--- config.mk ---
export PLATFORM = sky130hd
export DESIGN_NAME = ecq_top
export DESIGN_NICKNAME = d
export VERILOG_FILES = /design/src/design/ecq_pkg.sv /design/src/design/ecq_step_if.sv /design/src/design/ecq_top.sv /design/src/design/ecq_sync.sv /design/src/design/ecq_decode.sv
export SDC_FILE = /design/constraint.sdc
export NUM_CORES = 1
export LEC_CHECK = 0
export ABC_AREA = 0
export BUFFER_PORTS_ARGS = -buffer_cell sky130_fd_sc_hd__buf_4
export CORE_MARGIN = 5
export CORE_UTILIZATION = 35
export DETAILED_ROUTE_END_ITERATION = 8
export PLACE_DENSITY = 0.65
export SYNTH_ARGS = -nofsm -noshare
export SYNTH_HDL_FRONTEND = slang
export SYNTH_SLANG_ARGS = --single-unit
--- constraint.sdc ---
create_clock -name clk -period 5.8 [get_ports clk]
set_clock_uncertainty 0.05 [all_clocks]
set_input_delay 0.58 -clock clk [delete_from_list [all_inputs] [get_ports clk]]
set_output_delay 0.58 -clock clk [all_outputs]
set_load 0.05 [all_outputs]
--- src/design/ecq_pkg.sv ---
package ecq_pkg;

    localparam int unsigned CNT_W = 16;

    // Register byte offsets
    localparam logic [4:0] ADDR_CTRL   = 5'h00;
    localparam logic [4:0] ADDR_RELOAD = 5'h04;
    localparam logic [4:0] ADDR_COUNT  = 5'h08;
    localparam logic [4:0] ADDR_STATUS = 5'h0c;
    localparam logic [4:0] ADDR_MASK   = 5'h10;

    // Control field positions
    localparam int unsigned CTRL_W         = 9;
    localparam int unsigned CTRL_START     = 0;
    localparam int unsigned CTRL_UP        = 1;
    localparam int unsigned CTRL_DIR_PIN   = 2;
    localparam int unsigned CTRL_SRC_LO    = 3;
    localparam int unsigned CTRL_SRC_HI    = 4;
    localparam int unsigned CTRL_FREE_RUN  = 5;
    localparam int unsigned CTRL_TWO_PHASE = 6;
    localparam int unsigned CTRL_X4        = 7;
    localparam int unsigned CTRL_PULSE_EN  = 8;

    // Status and mask field position
    localparam int unsigned STAT_IRQ = 0;

    // Reset values
    localparam logic [CTRL_W-1:0] CTRL_RST   = 9'h000;
    localparam logic [CNT_W-1:0]  RELOAD_RST = 16'hffff;
    localparam logic [CNT_W-1:0]  COUNT_RST  = 16'h0000;
    localparam logic              STAT_RST   = 1'b0;
    localparam logic              MASK_RST   = 1'b0;

    // Count source encodings
    localparam logic [1:0] SRC_FALL   = 2'h0;
    localparam logic [1:0] SRC_RISE   = 2'h1;
    localparam logic [1:0] SRC_PREV_A = 2'h2;
    localparam logic [1:0] SRC_B_TWO  = 2'h3;

    // Two-phase capability of a channel
    localparam logic [1:0] QD_NONE   = 2'h0;
    localparam logic [1:0] QD_NORMAL = 2'h1;
    localparam logic [1:0] QD_SELECT = 2'h2;
    localparam logic [1:0] QD_X4     = 2'h3;

    localparam logic [CNT_W-1:0] CNT_MAX = 16'hffff;
    localparam logic [CNT_W-1:0] CNT_MIN = 16'h0000;

endpackage

--- src/design/ecq_step_if.sv ---
`timescale 1ns/1ps
interface ecq_step_if;
    logic step;
    logic up;

    modport src (output step, output up);
    modport dst (input step, input up);
endinterface

--- src/design/ecq_top.sv ---
`timescale 1ns/1ps
module ecq_top #(
    parameter logic [1:0] QD_KIND = ecq_pkg::QD_SELECT
) (
    input  wire logic        clk,
    input  wire logic        nrst,
    input  wire logic [4:0]  avs_address,
    input  wire logic        avs_read,
    input  wire logic        avs_write,
    input  wire logic [31:0] avs_writedata,
    input  wire logic [3:0]  avs_byteenable,
    output logic      [31:0] avs_readdata,
    output logic             avs_waitrequest,
    input  wire logic        event_input_pin,
    input  wire logic        direction_pulse_pin_in,
    output logic             direction_pulse_pin_out,
    output logic             direction_pulse_pin_oe,
    input  wire logic        preceding_a_channel_ovf,
    input  wire logic        peer_b_timer_two_ovf,
    output logic             irq
);

    ////////////////////////////////////////////////////////////////////////////////////////
    // State

    typedef struct packed {
        logic [ecq_pkg::CTRL_W-1:0] ctrl;
        logic [ecq_pkg::CNT_W-1:0]  reload;
        logic [ecq_pkg::CNT_W-1:0]  count;
        logic                       irq_req;
        logic                       irq_mask;
        logic                       waitreq;
        logic [31:0]                readdata;
        logic                       irq;
        logic                       pulse_out;
        logic                       pulse_oe;
    } ecq_top_state_t;

    ecq_top_state_t r;
    ecq_top_state_t next_r;

    logic           in_lvl;
    logic           dir_lvl;
    logic           two_phase;
    logic           x4;
    logic           free_run;
    logic           req;
    logic           do_write;
    logic           wrap_up;
    logic           wrap_dn;
    logic           wrap;
    logic [31:0]    rd_mux;
    logic [4:0]     word_addr;
    logic           take;
    logic           sel_count;
    logic           cnt_step;
    logic           cnt_load;
    logic           pulse_en;

    ecq_step_if     st_if ();

    ////////////////////////////////////////////////////////////////////////////////////////
    // Pin synchronisers

    ecq_sync u_sync_in (
        .clk  (clk),
        .nrst (nrst),
        .d    (event_input_pin),
        .q    (in_lvl)
    );

    ecq_sync u_sync_dir (
        .clk  (clk),
        .nrst (nrst),
        .d    (direction_pulse_pin_in),
        .q    (dir_lvl)
    );

    ////////////////////////////////////////////////////////////////////////////////////////
    // Mode resolution

    always_comb begin
        case (QD_KIND)
            ecq_pkg::QD_NORMAL: begin
                two_phase = r.ctrl[ecq_pkg::CTRL_TWO_PHASE];
                x4        = 1'b0;
            end
            ecq_pkg::QD_SELECT: begin
                two_phase = r.ctrl[ecq_pkg::CTRL_TWO_PHASE];
                x4        = r.ctrl[ecq_pkg::CTRL_X4];
            end
            ecq_pkg::QD_X4: begin
                two_phase = r.ctrl[ecq_pkg::CTRL_TWO_PHASE];
                x4        = 1'b1;
            end
            default: begin
                two_phase = 1'b0;
                x4        = 1'b0;
            end
        endcase
    end

    assign free_run = r.ctrl[ecq_pkg::CTRL_FREE_RUN] | two_phase;

    ////////////////////////////////////////////////////////////////////////////////////////
    // Step decoder

    ecq_decode u_decode (
        .clk          (clk),
        .nrst         (nrst),
        .in_lvl       (in_lvl),
        .dir_lvl      (dir_lvl),
        .prev_a_ovf   (preceding_a_channel_ovf),
        .b_two_ovf    (peer_b_timer_two_ovf),
        .src_sel      (r.ctrl[ecq_pkg::CTRL_SRC_HI:ecq_pkg::CTRL_SRC_LO]),
        .two_phase    (two_phase),
        .x4           (x4),
        .up_flag      (r.ctrl[ecq_pkg::CTRL_UP]),
        .dir_from_pin (r.ctrl[ecq_pkg::CTRL_DIR_PIN]),
        .st           (st_if.src)
    );

    ////////////////////////////////////////////////////////////////////////////////////////
    // Bus helpers

    function automatic logic [31:0] ecq_merge(
        input logic [31:0] old_v,
        input logic [31:0] new_v,
        input logic [3:0]  be
    );
        logic [31:0] res;
        res = old_v;
        for (int i = 0; i < 4; i++) begin
            if (be[i]) begin
                res[i*8 +: 8] = new_v[i*8 +: 8];
            end
        end
        return res;
    endfunction

    ////////////////////////////////////////////////////////////////////////////////////////
    // Bus decode

    assign req       = avs_read | avs_write;
    assign take      = req & r.waitreq;
    assign do_write  = avs_write & ~r.waitreq;
    assign word_addr = {avs_address[4:2], 2'b00};
    assign sel_count = (word_addr == ecq_pkg::ADDR_COUNT);

    ////////////////////////////////////////////////////////////////////////////////////////
    // Readback

    always_comb begin
        rd_mux = 32'h0000_0000;
        case (word_addr)
            ecq_pkg::ADDR_CTRL:   rd_mux[ecq_pkg::CTRL_W-1:0] = r.ctrl;
            ecq_pkg::ADDR_RELOAD: rd_mux[ecq_pkg::CNT_W-1:0]  = r.reload;
            ecq_pkg::ADDR_COUNT:  rd_mux[ecq_pkg::CNT_W-1:0]  = r.count;
            ecq_pkg::ADDR_STATUS: rd_mux[ecq_pkg::STAT_IRQ]   = r.irq_req;
            ecq_pkg::ADDR_MASK:   rd_mux[ecq_pkg::STAT_IRQ]   = r.irq_mask;
            default:              rd_mux = 32'h0000_0000;
        endcase
    end

    ////////////////////////////////////////////////////////////////////////////////////////
    // Count step and reload

    assign cnt_step = r.ctrl[ecq_pkg::CTRL_START] & st_if.step;
    assign cnt_load = wrap & ~free_run;

    ////////////////////////////////////////////////////////////////////////////////////////
    // Counter wrap detection

    assign wrap_up  = cnt_step & st_if.up & (r.count == ecq_pkg::CNT_MAX);
    assign wrap_dn  = cnt_step & ~st_if.up & (r.count == ecq_pkg::CNT_MIN);
    assign wrap     = wrap_up | wrap_dn;

    ////////////////////////////////////////////////////////////////////////////////////////
    // Pulse output enable

    assign pulse_en = r.ctrl[ecq_pkg::CTRL_PULSE_EN] & ~r.ctrl[ecq_pkg::CTRL_DIR_PIN]
                      & ~two_phase;

    ////////////////////////////////////////////////////////////////////////////////////////
    // Next state

    always_comb begin
        logic [31:0] tmp;
        logic        clr;
        tmp    = 32'h0000_0000;
        clr    = 1'b0;
        next_r = r;

        // Bus handshake: one wait cycle, then the transfer edge
        next_r.waitreq = ~take;
        if (take) begin
            next_r.readdata = avs_read ? rd_mux : 32'h0000_0000;
        end

        // Register writes
        if (do_write) begin
            case (word_addr)
                ecq_pkg::ADDR_CTRL: begin
                    tmp         = ecq_merge({23'h000000, r.ctrl}, avs_writedata,
                                            avs_byteenable);
                    next_r.ctrl = tmp[ecq_pkg::CTRL_W-1:0];
                end
                ecq_pkg::ADDR_RELOAD: begin
                    tmp           = ecq_merge({16'h0000, r.reload}, avs_writedata,
                                              avs_byteenable);
                    next_r.reload = tmp[ecq_pkg::CNT_W-1:0];
                end
                ecq_pkg::ADDR_MASK: begin
                    if (avs_byteenable[0]) begin
                        next_r.irq_mask = avs_writedata[ecq_pkg::STAT_IRQ];
                    end
                end
                ecq_pkg::ADDR_STATUS: begin
                    clr = avs_byteenable[0] & avs_writedata[ecq_pkg::STAT_IRQ];
                end
                default: begin
                    tmp = 32'h0000_0000;
                end
            endcase
        end

        // Counting; the stopped counter keeps its value
        if (cnt_step) begin
            if (cnt_load) begin
                next_r.count = r.reload;
            end else if (st_if.up) begin
                next_r.count = r.count + 16'h0001;
            end else begin
                next_r.count = r.count - 16'h0001;
            end
        end else if (do_write && sel_count) begin
            tmp          = ecq_merge({16'h0000, r.count}, avs_writedata, avs_byteenable);
            next_r.count = tmp[ecq_pkg::CNT_W-1:0];
        end

        // Sticky request, set wins over clear
        next_r.irq_req = (r.irq_req & ~clr) | wrap;

        // Pulse output toggles on each wrap while pulse output is enabled, the pin is not a direction input and two-phase mode is off
        next_r.pulse_oe = pulse_en;
        if (!next_r.pulse_oe) begin
            next_r.pulse_out = 1'b0;
        end else if (wrap) begin
            next_r.pulse_out = ~r.pulse_out;
        end

        next_r.irq = next_r.irq_req & next_r.irq_mask;
    end

    ////////////////////////////////////////////////////////////////////////////////////////
    // Registers

    always_ff @(posedge clk or negedge nrst) begin
        if (!nrst) begin
            r.ctrl      <= ecq_pkg::CTRL_RST;
            r.reload    <= ecq_pkg::RELOAD_RST;
            r.count     <= ecq_pkg::COUNT_RST;
            r.irq_req   <= ecq_pkg::STAT_RST;
            r.irq_mask  <= ecq_pkg::MASK_RST;
            r.waitreq   <= 1'b1;
            r.readdata  <= 32'h0000_0000;
            r.irq       <= 1'b0;
            r.pulse_out <= 1'b0;
            r.pulse_oe  <= 1'b0;
        end else begin
            r <= next_r;
        end
    end

    ////////////////////////////////////////////////////////////////////////////////////////
    // Outputs

    assign avs_readdata            = r.readdata;
    assign avs_waitrequest         = r.waitreq;
    assign direction_pulse_pin_out = r.pulse_out;
    assign direction_pulse_pin_oe  = r.pulse_oe;
    assign irq                     = r.irq;

endmodule

--- src/design/ecq_sync.sv ---
`timescale 1ns/1ps
module ecq_sync (
    input  wire logic clk,
    input  wire logic nrst,
    input  wire logic d,
    output logic      q
);
    typedef struct packed {
        logic s1;
        logic s2;
    } ecq_sync_state_t;

    ecq_sync_state_t r;
    ecq_sync_state_t next_r;

    always_comb begin
        next_r    = r;
        next_r.s1 = d;
        next_r.s2 = r.s1;
    end

    always_ff @(posedge clk or negedge nrst) begin
        if (!nrst) begin
            r <= '0;
        end else begin
            r <= next_r;
        end
    end

    assign q = r.s2;
endmodule

--- src/design/ecq_decode.sv ---
`timescale 1ns/1ps
module ecq_decode (
    input  wire logic       clk,
    input  wire logic       nrst,
    input  wire logic       in_lvl,
    input  wire logic       dir_lvl,
    input  wire logic       prev_a_ovf,
    input  wire logic       b_two_ovf,
    input  wire logic [1:0] src_sel,
    input  wire logic       two_phase,
    input  wire logic       x4,
    input  wire logic       up_flag,
    input  wire logic       dir_from_pin,
    ecq_step_if.src         st
);
    typedef struct packed {
        logic in_d;
        logic dir_d;
        logic prev_d;
        logic btwo_d;
    } ecq_dec_state_t;

    ecq_dec_state_t r;
    ecq_dec_state_t next_r;
    logic a_r, a_f, b_r, b_f, up4, dn4, ev;

    always_comb begin
        next_r        = r;
        next_r.in_d   = in_lvl;
        next_r.dir_d  = dir_lvl;
        next_r.prev_d = prev_a_ovf;
        next_r.btwo_d = b_two_ovf;
    end

    always_ff @(posedge clk or negedge nrst) begin
        if (!nrst) begin
            r <= '0;
        end else begin
            r <= next_r;
        end
    end

    assign a_r = in_lvl & ~r.in_d;
    assign a_f = ~in_lvl & r.in_d;
    assign b_r = dir_lvl & ~r.dir_d;
    assign b_f = ~dir_lvl & r.dir_d;
    assign up4 = (a_r & dir_lvl) | (a_f & ~dir_lvl) | (b_r & ~in_lvl) | (b_f & in_lvl);
    assign dn4 = (a_f & dir_lvl) | (a_r & ~dir_lvl) | (b_r & in_lvl) | (b_f & ~in_lvl);

    always_comb begin
        ev = 1'b0;
        case (src_sel)
            ecq_pkg::SRC_FALL:   ev = a_f;
            ecq_pkg::SRC_RISE:   ev = a_r;
            ecq_pkg::SRC_PREV_A: ev = prev_a_ovf & ~r.prev_d;
            ecq_pkg::SRC_B_TWO:  ev = b_two_ovf & ~r.btwo_d;
            default:             ev = 1'b0;
        endcase
    end

    always_comb begin
        if (two_phase && x4) begin
            st.step = up4 ^ dn4;
            st.up   = up4;
        end else if (two_phase) begin
            st.step = (a_r | a_f) & dir_lvl;
            st.up   = a_r;
        end else begin
            st.step = ev;
            st.up   = dir_from_pin ? dir_lvl : up_flag;
        end
    end
endmodule

==> impl.org <==
** Flow run
- Number of max-cap violations :: 0

** Place
- Before CTS, the worst setup slack after placement is 1.839 ns.
- Once detailed placement completed, the half-perimeter wirelength came to 8.057 mm.
- At the end of routability-driven placement, the weighted congestion stood at 0.9303.
- In this run the tool buffered the top-level ports with 48 buffer cells.

** Setup path
- The worst setup path is launched from a flop.
- Of all nets on the critical path, the largest fanout is 17.
- Worst path buffer plus inverter count :: 1
- Walking the worst path, the cells encountered are inv_1 > ha_1 > a211o_1 > o311ai_4 > nand2_1 > xnor2_1 > ha_1 > nand4_1 > or3_1 > a2111oi_0 > o21ai_0 > a211oi_1 > nor3_1.
- Top cell family by delay on the critical path :: compound AO/OA/AOI/OAI gates
- Crit end category :: flop
- Cell at the slowest stage of the critical path :: a2111oi_0
- Required time reported for the critical path endpoint :: 5.96 ns
- Largest stage delay on the critical path :: 0.49 ns
- The critical path in this run is classified as reg -> reg.
- At the worst endpoint, the arrival time is 4.22 ns.
- Most frequent cell on the critical path :: ha_1

** Final layout
- Commonest non-fill, non-tap cells in the layout :: dfrtp_1 (54), buf_4 (51), nand2_1 (37)
- Number of nets in the layout :: 508
- Leaving out fill and tap cells, the most frequent cell in the layout is dfrtp_1.
- Compared with the post-synthesis result, the final layout area differs by 13.81%.
- Filler Cells Inserted :: 1,191
- Diode count :: 0
- Fraction of final layout cells sized beyond drive strength 1 :: 27.77%

** STA
- Count of final max-slew check failures :: 0
- Setup ws final :: 1.748 ns
- The hold violation total from the final report was 0.
- The smallest clock period supported by the final layout is computed as 4.052 ns.
- RSZ-0062 raised after global routing :: no
- For the pin with the worst max-slew slack, the measured transition is 1.196 ns.
- Setup violations remaining at the end of the flow were counted as 0.
- Final cycle utilization of the critical path :: 69.86%
- Top achievable clock speed :: 0.2468 GHz
- In this run the tightest slew margin relative to its limit is 19.74%.
- Hold WS :: 0.2918 ns
- Sum of negative setup slack :: 0 ns

** Clock network
- Clock tree from TritonCTS :: yes
- Number of levels the H-tree was split into :: 3
- Cts bufs inserted :: 9
- Cts hold-fix bufs :: 0
- Clock root buffer :: clkbuf_16
- After clock tree synthesis, the clock-pin slew on the worst setup and hold paths is 0.06 ns.
- The number of setup buffers added after CTS is 0.
- The number of gates resized after CTS was 0.
- Worst-skew pair later-pin latency :: 0.34 ns
- Maximum buffer depth of the clock tree :: 2
- TritonCTS sink count :: 71

** Synthesis
- Synth Area per Inst :: 10.05 µm²
- Synth cell types :: 66
- Yosys mapped a number of flops with a built-in enable equal to 0.
- Synthesis produced a netlist whose cell count is 438.
- Sequential share of the synthesized area :: 40.85%
- After synthesis the cells add up to 4402 µm².
- Share of flip-flops with an asynchronous set or reset after synthesis :: 100.0%
- Among all flip-flop cells after synthesis, the most frequent one is dfrtp_1.
- Synthesis warning total :: 0
- Total of flip-flops plus latches after synthesis :: 71

** Power
- Of the total power, registers draw 40.7%.
- Comb pwr share :: 29.0%
- Worst ir drop on vdd :: 0.1732 mV
- Switching portion of total power :: 37.23%
- The analysis attributes to net switching a power of 0.0007517 W.
- Static leakage power :: 2.110 nW
- Cell area power density :: 403.0 nW/µm²
- Cell internal power dissipation :: 0.001267 W
- Per report_power, the clock group accounts for 30.3% of the total.

** Floorplanning
- Placeable core area :: 12,470 µm²
- The floorplan step defined a die boundary enclosing 14,920 µm².
- Die outline height :: 122.1 µm
- Effective utilization at floorplan :: 35.31%
- Number of placed I/O pins :: 85
- Chip Width :: 122.1 µm
- Standard-cell row count :: 41

** Routing
- Detail-routed net length per standard cell :: 17.82 µm
- For this block, the initial DRC count from the detailed router was 263.
- The first detailed-routing pass took 5 iterations.
- The routed layout has 3,553 vias.
- Via-to-Cell Ratio :: 5.613
- Total Routed Length :: 11.28 mm
- Post-DRT Antenna Nets :: 0
- In the routed design, unresolved DRC markers number 0.

** Status
- Run status :: finished clean

** Global route
- Remaining global-route overflow :: 0
- First-pass GRT wire length :: 18.44 mm
- In the global route stage, overall resource usage came out at 15.51%.
- Number of antenna violations at the first check in global routing :: 0
- The number of global-route vias before repair was 3,533.
- Entering global routing, the biggest net connects 72 pins.

** Worst hold path
- Type of the tightest min-delay check :: reg -> reg
==> power by group through the flow <==
stage | clock (W) | sequential, W | combinational [W]
after detailed placement | 0 | 0.000822 | 0.000580
after global placement | 0 | 0.000813 | 0.000568
final | 0.000612 | 0.000822 | 0.000585
after floorplan | 0 | 0.000700 | 0.000577
after CTS | 0.000618 | 0.000815 | 0.000584
after global routing | 0.000642 | 0.000842 | 0.000643
==> synth_stat cells, types with 3 or more instances <==
library cell	instances	area share, %
o22ai_1	4	0.57
inv_1	8	0.68
or4_1	3	0.51
o211ai_1	3	0.51
nor2_1	11	0.94
mux2_2	31	7.9
nand3_1	8	0.91
a311oi_1	5	0.99
ha_1	3	0.85
buf_2	6	0.68
a21oi_1	9	1.0
and3_1	12	1.7
mux2i_1	16	3.6
buf_4	34	5.8
nor2b_1	6	0.85
a22oi_1	10	1.7
o21ai_0	21	2.4
nor3_1	20	2.3
xnor2_1	7	1.4
or3_1	3	0.43
a211oi_1	19	3.2
nor4_1	6	0.85
nand2_1	37	3.2
a22o_1	9	1.8
nand4_1	6	0.85
xor2_1	6	1.2
clkbuf_1	15	1.3
dfstp_2	17	10
dfrtp_1	54	31
buf_6	3	0.77
==> through the flow <==
stage | total power, W | instance area (µm²) | util, % | instances
floorplan | 0.001277 | 4458 | - | 453
global placement | 0.001381 | 4677 | 37.52 | 617
detailed placement | 0.001402 | 4677 | 37.52 | 617
CTS | 0.002016 | 5010 | 40.19 | 633
global route | 0.002127 | 5010 | 40.19 | 633
finish | 0.002019 | 5010 | 40.19 | 633
==> final timing paths <==
check / startpoint / end / slack (ns) / cells after the start
setup reg to reg: u_sync_in.q / r[52] / 1.75 / 13
max in group asynchronous: nrst / avs_readdata[14] / 4.80 / 1
setup / recovery: u_sync_in.q / r[52] / 1.75 / 13
hold reg to reg: u_sync_in.next_r[0] / u_sync_in.q / 0.29 / 0
hold / removal: u_sync_in.next_r[0] / u_sync_in.q / 0.29 / 0
min in group asynchronous: nrst / u_sync_dir.next_r[0] / 0.31 / 1
==> kinds of logic after synthesis <==
logic type | count (synthesis) | synth area share (%)
mux | 47 | 11.57
buf+inv | 67 | 9.295
xor+xnor | 13 | 2.587
other cells | 1 | 0.08519
compound gates | 104 | 18.08
flops | 71 | 40.85
simple gates | 132 | 16.69
fa+ha+maj | 3 | 0.8528
==> per-layer routing <==
metal | vias up | wire length [µm] | GRT usage, %
met5 | - | 0 | 0
met3 | 19 | 725 | 2.878
met1 | 1775 | 4994 | 20.77
li1 | 1638 | - | -
met4 | 0 | 197 | 5.388
met2 | 121 | 5364 | 25.21
==> flip-flops by register name, indices dropped and copies added (netlist names) <==
register / flops
avs_readdata: 16
avs_waitrequest: 1
direction_pulse_pin_oe: 1
direction_pulse_pin_out: 1
irq: 1
r: 43
u_decode.r: 4
u_sync_dir.next_r: 1
u_sync_dir.q: 1
u_sync_in.next_r: 1
u_sync_in.q: 1
==> worst register-to-register path: stages (launching register included) <==
cell,delay (ns)
dfrtp_1,0.45
inv_1,0.07
ha_1,0.25
a211o_1,0.34
o311ai_4,0.12
nand2_1,0.49
xnor2_1,0.32
ha_1,0.30
nand4_1,0.22
or3_1,0.36
a2111oi_0,0.49
o21ai_0,0.18
a211oi_1,0.23
nor3_1,0.08
==> cell type report <==
class                      count  area [µm²]  area share [%]
sequential                    71        1798           35.89
clock inverter                 5       80.08           1.598
multi-input combinational    315        2251           44.93
clock buffer                  11       252.7           5.045
timing repair buffer          51       382.9           7.642
tap                          172       215.2           4.296
inverter                       8       30.03          0.5994
No activity file was read; power rests on OpenSTA's default activity.
